--- src/rtl/upt_pkg.sv ---
package upt_pkg;

  // ****************************************************************
  // Ordered-set kinds handed to the code-group process
  // ****************************************************************
  typedef enum logic [3:0] {
    OS_IDLE, OS_CONFIG, OS_SOP, OS_DATA, OS_EOP_T, OS_EOP_R, OS_EXT_R,
    OS_ERR_V
  } upt_os_e;

  // Transmit select flag from auto-negotiation
  typedef enum logic [1:0] {
    XMIT_CONFIG, XMIT_IDLE, XMIT_DATA
  } upt_xmit_e;

  // Ordered-set process states
  typedef enum logic [2:0] {
    ST_CONFIG, ST_IDLE, ST_SOP, ST_DATA, ST_EOP_T, ST_EOP_R, ST_EXT
  } upt_state_e;

  // ****************************************************************
  // Constants
  // ****************************************************************
  localparam logic [7:0] TXD_EXT_ERR = 8'h1F;
  localparam logic [7:0] DATA_ZERO = 8'h00;
  localparam int EXT_DELAY = 2;
  localparam logic [4:0] FX_IDLE_CODE = 5'h1F;
  localparam logic [4:0] FEF_ONES_CODE = 5'h1F;
  localparam logic [4:0] FEF_LAST_CODE = 5'h1E;
  localparam int FEF_GROUPS = 17;
  localparam logic [4:0] FEF_LAST_IDX = 5'(FEF_GROUPS - 1);
  localparam logic [4:0] FEF_IDX_ZERO = 5'h00;
  localparam logic [4:0] FEF_IDX_ONE = 5'h01;

endpackage

--- src/rtl/upt_tx_ctrl.sv ---
// What this block does
// - With one-way mode off, behave exactly as the plain sublayers.
// - One-way enable is a boolean management input, bit 0.5 equivalent.
// - Fast mode, one-way off: link not OK forces idle at once.
// - Fast mode, one-way on: link status ignored, data still sent.
// - Fault generator passes code bits if signal on or one-way set, but sends the idle code instead while idle is forced.
// - Signal off, one-way off: repeat far-end fault cycles, dropped mid-cycle when either turns on.
// - Gigabit one-way: transmit select held at DATA, no negotiation.
// - Otherwise negotiation starts initially and on CONFIGURATION.
// - Ordered sets supplied to code-group process every tick.
// - Idle sets on IDLE select and between packets.
// - Enable rise under DATA: start set, then data until enable falls.
// - After enable falls, end-of-packet sets are sent.
// - Error at fall: extend sets while error high, two ticks late.
// - Extend error code during extension gives error-propagation sets.
// - Both low: no extend set, idle resumes right after the end-of-packet sets.
// - Error while enabled gives error set, except during start set.
`timescale 1ns/100ps
module upt_tx_ctrl (
  input wire logic clk,
  input wire logic rst,
  input wire logic oneWayTxEnable,
  input wire upt_pkg::upt_xmit_e anXmit,
  input wire logic gtxClkPin,
  input wire logic txEnPin,
  input wire logic txErPin,
  input wire logic [7:0] txdPin,
  input wire logic linkOkPin,
  input wire logic signalDetectPin,
  input wire logic [4:0] fxCodeIn,
  output upt_pkg::upt_os_e osKind,
  output logic [7:0] osData,
  output logic osStrobe,
  output upt_pkg::upt_xmit_e xmitEff,
  output logic anStart,
  output logic fxForceIdle,
  output logic [4:0] fxCodeOut,
  output logic fefActive
);
  import upt_pkg::*;

  // ****************************************************************
  // Input synchronisers
  // ****************************************************************
  logic gtxClkS;
  logic txEnS;
  logic txErS;
  logic [7:0] txdS;
  logic linkOkS;
  logic signalDetS;

  upt_sync2 #(.W(12)) uSyncGmii (
    .clk(clk),
    .rst(rst),
    .d({gtxClkPin, txEnPin, txErPin, txdPin, linkOkPin}),
    .q({gtxClkS, txEnS, txErS, txdS, linkOkS})
  );

  upt_sync2 #(.W(1)) uSyncSig (
    .clk(clk),
    .rst(rst),
    .d(signalDetectPin),
    .q(signalDetS)
  );

  // ****************************************************************
  // State
  // ****************************************************************
  typedef struct packed {
    upt_state_e state;
    upt_os_e osKind;
    logic [7:0] osData;
    logic osStrobe;
    upt_xmit_e xmit;
    logic anStart;
    logic initDone;
    logic forceIdle;
    logic gtxPrev;
    logic [EXT_DELAY-1:0] erPipe;
    logic [EXT_DELAY-1:0] extErrPipe;
  } upt_ctrl_s;

  upt_ctrl_s r;
  upt_ctrl_s next_r;

  // Ordered set sent while a state is being entered
  function automatic upt_os_e osFor(input upt_state_e st,
                                    input logic err,
                                    input logic extErr);
    upt_os_e k;
    k = OS_IDLE;
    case (st)
      ST_CONFIG: k = OS_CONFIG;
      ST_IDLE: k = OS_IDLE;
      ST_SOP: k = OS_SOP;
      ST_DATA: k = err ? OS_ERR_V : OS_DATA;
      ST_EOP_T: k = OS_EOP_T;
      ST_EOP_R: k = OS_EOP_R;
      ST_EXT: k = extErr ? OS_ERR_V : OS_EXT_R;
      default: k = OS_IDLE;
    endcase
    return k;
  endfunction

  // ****************************************************************
  // Next state
  // ****************************************************************
  logic tick;
  logic erLate;
  logic extErrLate;
  logic extErrNow;
  upt_xmit_e xmitNow;
  upt_state_e nst;

  always_comb begin
    next_r = r;
    tick = gtxClkS && !r.gtxPrev;
    erLate = r.erPipe[EXT_DELAY-1];
    extErrLate = r.extErrPipe[EXT_DELAY-1];
    extErrNow = (txdS == TXD_EXT_ERR);
    xmitNow = oneWayTxEnable ? XMIT_DATA : anXmit;
    nst = r.state;
    next_r.gtxPrev = gtxClkS;
    next_r.xmit = xmitNow;
    next_r.forceIdle = !linkOkS && !oneWayTxEnable;
    next_r.anStart = 1'b0;
    next_r.osStrobe = 1'b0;
    next_r.initDone = 1'b1;
    if (!oneWayTxEnable &&
        (!r.initDone ||
         (xmitNow == XMIT_CONFIG && r.state != ST_CONFIG))) begin
      next_r.anStart = 1'b1;
    end
    if (tick) begin
      next_r.erPipe = {r.erPipe[EXT_DELAY-2:0], txErS};
      next_r.extErrPipe = {r.extErrPipe[EXT_DELAY-2:0],
                           txErS && extErrNow};
      if (xmitNow == XMIT_CONFIG) begin
        nst = ST_CONFIG;
      end else begin
        case (r.state)
          ST_CONFIG: nst = ST_IDLE;
          ST_IDLE: begin
            if (txEnS && xmitNow == XMIT_DATA) begin
              nst = ST_SOP;
            end else begin
              nst = ST_IDLE;
            end
          end
          ST_SOP: nst = txEnS ? ST_DATA : ST_EOP_T;
          ST_DATA: nst = txEnS ? ST_DATA : ST_EOP_T;
          ST_EOP_T: nst = ST_EOP_R;
          ST_EOP_R: nst = erLate ? ST_EXT : ST_IDLE;
          ST_EXT: nst = erLate ? ST_EXT : ST_IDLE;
          default: nst = ST_IDLE;
        endcase
      end
      next_r.state = nst;
      next_r.osStrobe = 1'b1;
      next_r.osKind = osFor(nst, txErS,
                            nst == ST_EXT && erLate ? extErrLate
                                                    : 1'b0);
      next_r.osData = (nst == ST_DATA) ? txdS : DATA_ZERO;
    end
  end

  always_ff @(posedge clk) begin
    if (rst) begin
      r <= '{state: ST_IDLE, osKind: OS_IDLE, osData: DATA_ZERO,
             osStrobe: 1'b0, xmit: XMIT_IDLE, anStart: 1'b0,
             initDone: 1'b0, forceIdle: 1'b0, gtxPrev: 1'b0,
             erPipe: '0, extErrPipe: '0};
    end else begin
      r <= next_r;
    end
  end

  // ****************************************************************
  // Fast-mode far-end fault path
  // ****************************************************************
  upt_fef_gen uFef (
    .clk(clk),
    .rst(rst),
    .signalOn(signalDetS),
    .oneWay(oneWayTxEnable),
    .forceIdle(r.forceIdle),
    .codeIn(fxCodeIn),
    .codeOut(fxCodeOut),
    .fefActive(fefActive)
  );

  assign osKind = r.osKind;
  assign osData = r.osData;
  assign osStrobe = r.osStrobe;
  assign xmitEff = r.xmit;
  assign anStart = r.anStart;
  assign fxForceIdle = r.forceIdle;
endmodule

--- src/rtl/upt_sync2.sv ---
`timescale 1ns/100ps
module upt_sync2 #(
  parameter int W = 1
) (
  input wire logic clk,
  input wire logic rst,
  input wire logic [W-1:0] d,
  output logic [W-1:0] q
);
  import upt_pkg::*;

  typedef struct packed {
    logic [W-1:0] s1;
    logic [W-1:0] s2;
  } upt_sync_s;

  upt_sync_s r;
  upt_sync_s next_r;

  always_comb begin
    next_r = r;
    next_r.s1 = d;
    next_r.s2 = r.s1;
  end

  always_ff @(posedge clk) begin
    if (rst) begin
      r <= '0;
    end else begin
      r <= next_r;
    end
  end

  assign q = r.s2;
endmodule

--- src/rtl/upt_fef_gen.sv ---
`timescale 1ns/100ps
module upt_fef_gen (
  input wire logic clk,
  input wire logic rst,
  input wire logic signalOn,
  input wire logic oneWay,
  input wire logic forceIdle,
  input wire logic [4:0] codeIn,
  output logic [4:0] codeOut,
  output logic fefActive
);
  import upt_pkg::*;

  typedef struct packed {
    logic [4:0] code;
    logic [4:0] idx;
    logic active;
  } upt_fef_s;

  upt_fef_s r;
  upt_fef_s next_r;

  always_comb begin
    next_r = r;
    if (signalOn || oneWay) begin
      next_r.active = 1'b0;
      next_r.idx = FEF_IDX_ZERO;
      next_r.code = forceIdle ? FX_IDLE_CODE : codeIn;
    end else begin
      next_r.active = 1'b1;
      next_r.code = (r.idx == FEF_LAST_IDX) ? FEF_LAST_CODE : FEF_ONES_CODE;
      next_r.idx = (r.idx == FEF_LAST_IDX) ? FEF_IDX_ZERO
                                             : r.idx + FEF_IDX_ONE;
    end
  end

  always_ff @(posedge clk) begin
    if (rst) begin
      r <= '{code: FX_IDLE_CODE, idx: FEF_IDX_ZERO, active: 1'b0};
    end else begin
      r <= next_r;
    end
  end

  assign codeOut = r.code;
  assign fefActive = r.active;
endmodule

--- config.mk ---
export PLATFORM = sky130hd
export DESIGN_NAME = upt_tx_ctrl
export DESIGN_NICKNAME = d
export VERILOG_FILES = /design/src/rtl/upt_pkg.sv /design/src/rtl/upt_tx_ctrl.sv /design/src/rtl/upt_sync2.sv /design/src/rtl/upt_fef_gen.sv
export SDC_FILE = /design/constraint.sdc
export NUM_CORES = 1
export LEC_CHECK = 0
export BUFFER_PORTS_ARGS = -buffer_cell sky130_fd_sc_hd__buf_2
export CORE_ASPECT_RATIO = 0.9
export CORE_MARGIN = 5
export CORE_UTILIZATION = 58
export CTS_CLUSTER_SIZE = 24
export DETAILED_ROUTE_END_ITERATION = 10
export PLACE_DENSITY = 0.88
export SYNTH_ARGS = -nofsm -noshare
export SYNTH_HDL_FRONTEND = slang
export SYNTH_HIERARCHICAL = 1
export SYNTH_SLANG_ARGS = --single-unit
--- constraint.sdc ---
create_clock -name clk -period 3.7 [get_ports clk]
set_clock_uncertainty 0.05 [all_clocks]
set_input_delay 0.74 -clock clk [delete_from_list [all_inputs] [get_ports clk]]
set_output_delay 0.74 -clock clk [all_outputs]
set_load 0.1 [all_outputs]
==> impl_metrics.csv <==
group,metric,value,unit
outcome,status,"finished clean",
clock_tree,postCtsResizedCells,0,
yosys,synth_cells,237,
sta,fin_crit_sh,59.3,%
pwr,vdd_drop_max,0.484,mV
clock_tree,ctsHoldBuffers,0,
run,max_cap_violations,0,
setup_path,r2r_slack,1.61,ns
place,placed_area,2490,um2
routing,dr.pass1.iters,5,
yosys,syn_area,2410,um2
yosys,synth_compound_gate_area_share,12.1,%
pwr,leakage,1.13,nW
yosys,yosys-mux-area-fraction,0,%
clock_tree,cts_buffers,9,
cells_and_area,final_nets,289,
clock_tree,clk_latency,0.32,ns
place,portBuffers,44,
global_routing,grt_pass1_wl,6660,um
clock_tree,cts.sinks,62,
routing,postRouteAntennaNets,0,
hold_path,hold_end,"fxForceIdle",
yosys,synth_nets,262,
yosys,synth_area_leaders,"dfxtp_1 (51%), buf_4 (5.9%), nor2b_2 (5.4%)",
cells_and_area,mostFrequentLayoutCells,"dfxtp_1 (62), buf_2 (44), nand2_1 (21)",
routing,wl,4030,um
clock_tree,clk_pin_slew,0.06,ns
sta,holdWs,0.335,ns
yosys,seq_area_frac_synth,51.4,%
routing,wire_per_inst,12.8,um
cells_and_area,drive_above_1_share,34.0,%
yosys,post_synth.cell_area_avg,10.2,um2
floorplanning,io_pins,46,
setup_path,worst_r2r_path_depth,5,
setup_path,worstPathArrival,2.35,ns
hold_path,whs_path_depth,1,
floorplanning,die-width,78.0,um
cells_and_area,area_delta_synth_final,12.7,%
routing,num_vias,1565,
sta,finalSetupTns,0,ns
yosys,yosys_warnings,6,
setup_path,cp_max_fo,42,
routing,drc,0,
clock_tree,clk_path_buf_depth,2,
sta,finalSetupViolCount,0,
sta,finalMaxSlewViolations,0,
clock_tree,htreeDepth,3,
sta,finalWorstPathRequiredPeriod,2.20,ns
clock_tree,cts_tree,"yes",
floorplanning,coreArea,4050,um2
hold_path,hold_class,"reg2reg",
sta,hold_viol,0,
global_routing,grt_pass1_vias,1495,
place,gp_congestion,0.826,
yosys,synth_top_cell_area_share,51.4,%
yosys,synthSimpleGateAreaFrac,24.2,%
pwr,total_power,1.53,mW
floorplanning,die_h,71.2,um
sta,fmax,455,MHz
yosys,synth_cell_type_count,44,
setup_path,worst_setup_path_end_kind,"flop",
yosys,async_flop_share,0,%
yosys,synth_top_family_by_area,"simple AND/OR/NAND/NOR gates",
cells_and_area,post-route-util,67.3,%
floorplanning,initial_core_util,59.7,%
setup_path,r2r-end,"osKind[0]",
yosys,synthAdderAreaFrac,1.04,%
routing,vias_per_cell,4.95,
clock_tree,post_cts_buffers,0,
sta,rsz0062_at_grt,"false",
place,hpwl,2650,um
global_routing,grt_util_all_layers,15.2,%
cells_and_area,fin_area,2720,um2
hold_path,worstHoldStart,"uSyncGmii/q[0]",
yosys,synthXorXnorAreaFrac,1.45,%
yosys,synth_edf_count,0,
global_routing,grt_max_degree,43,
routing,drt_iter0_drc,129,
clock_tree,cts_root_buffer,"clkbuf_8",
floorplanning,die-area,5560,um2
sta,slew_headroom,44.5,%
setup_path,reg2reg_from,"r[24]",
cells_and_area,final_common_cell,"dfxtp_1",
setup_path,start_kind,"input port",
pwr,p_per_area,561,nW/um2
global_routing,antenna_found_initial,0,
sta,worst_pin_slew,0.833,ns
cells_and_area,antenna_cells,0,
setup_path,required,3.85,ns
yosys,synth_seq_cells,62,
global_routing,grt_overflow,0,
floorplanning,std_cell_rows,22,
yosys,synth_area_leader_cell,"dfxtp_1",
setup_path,worst-setup-path-type,"in2reg",
yosys,synthFlopType,"dfxtp_1",
## where the power goes
| part | internal, mW | switching (mW) |
|---|---|---|
| Clock | 0.461 | 0.237 |
| Sequential | 0.691 | 0.0102 |
| Combinational | 0.0344 | 0.0949 |
## Yosys cell counts (all sizes together), types with 2 or more instances
master,number
o31ai,2
ha,2
o21a,4
and2,3
a211oi,2
a21boi,2
xnor2,2
nand4,2
nor2,13
o21ai,13
nand2b,6
nand3,10
and2b,4
nor4,2
a21oi,8
buf,25
nor2b,27
inv,6
nor3,4
dfxtp,62
or2,2
xor2,2
o311a,3
clkbuf,3
nand2,21
## critical path, stage by stage
cell     delay (ns)
buf_2          0.64
inv_1          0.25
o21ai_0        0.24
nor4_1         0.10
or3_1          0.37
## state kept, by name, summed over array words and instances, names as in the netlist
signal            flops
uSyncGmii/next_r     12
uSyncGmii/q          12
osData                8
r                     7
uFef/codeOut          5
uFef/r                5
osKind                3
xmitEff               2
anStart               1
erLate                1
extErrLate            1
fxForceIdle           1
osStrobe              1
uFef/fefActive        1
uSyncSig/next_r       1
uSyncSig/q            1
## routing by layer
metal / vias up / part of all wire, % / global-route usage, %
met5: - / 0 / 0
met4: 0 / 1.9 / 11.8
met3: 9 / 5.2 / 3.77
met2: 44 / 47 / 22.3
met1: 699 / 46 / 19.2
li1: 813 / - / -
## how the worst max path moves through the flow
stage / from / to / cells past startpoint
global route: rst / osKind[0] / 5
finish: rst / osKind[0] / 5
CTS: rst / osKind[0] / 5
detailed placement: rst / osKind[0] / 5
global placement: rst / osKind[0] / 5
floorplan: anXmit[1] / osData[0] / 6
## cell families after synthesis
family                     count (synthesis)
AOI/OAI and AO/OA                         36
xor gates and xnor gates                   4
adders and majority gates                  2
buffers and inverters                     34
DFF                                       62
other                                      1
and+or+nand+nor                           98
## per-stage QoR
stage	cells	setup slack, ns
2_1_floorplan	237	1.76
3_3_place_gp	301	1.27
3_5_place_dp	301	1.20
4_1_cts	316	1.50
5_1_grt	316	1.32
6_report	316	1.50
## cell type report
| type | count | area (um2) |
|---|---|---|
| multi-input combinational | 141 | 942 |
| clock buffer | 11 | 141 |
| timing repair buffer | 44 | 220 |
| inverter | 6 | 22.5 |
| tap | 48 | 60.1 |
| fill | 323 | 1320 |
| sequential | 62 | 1240 |
| clock inverter | 4 | 95.1 |
Power figures use the tool's default switching activity.
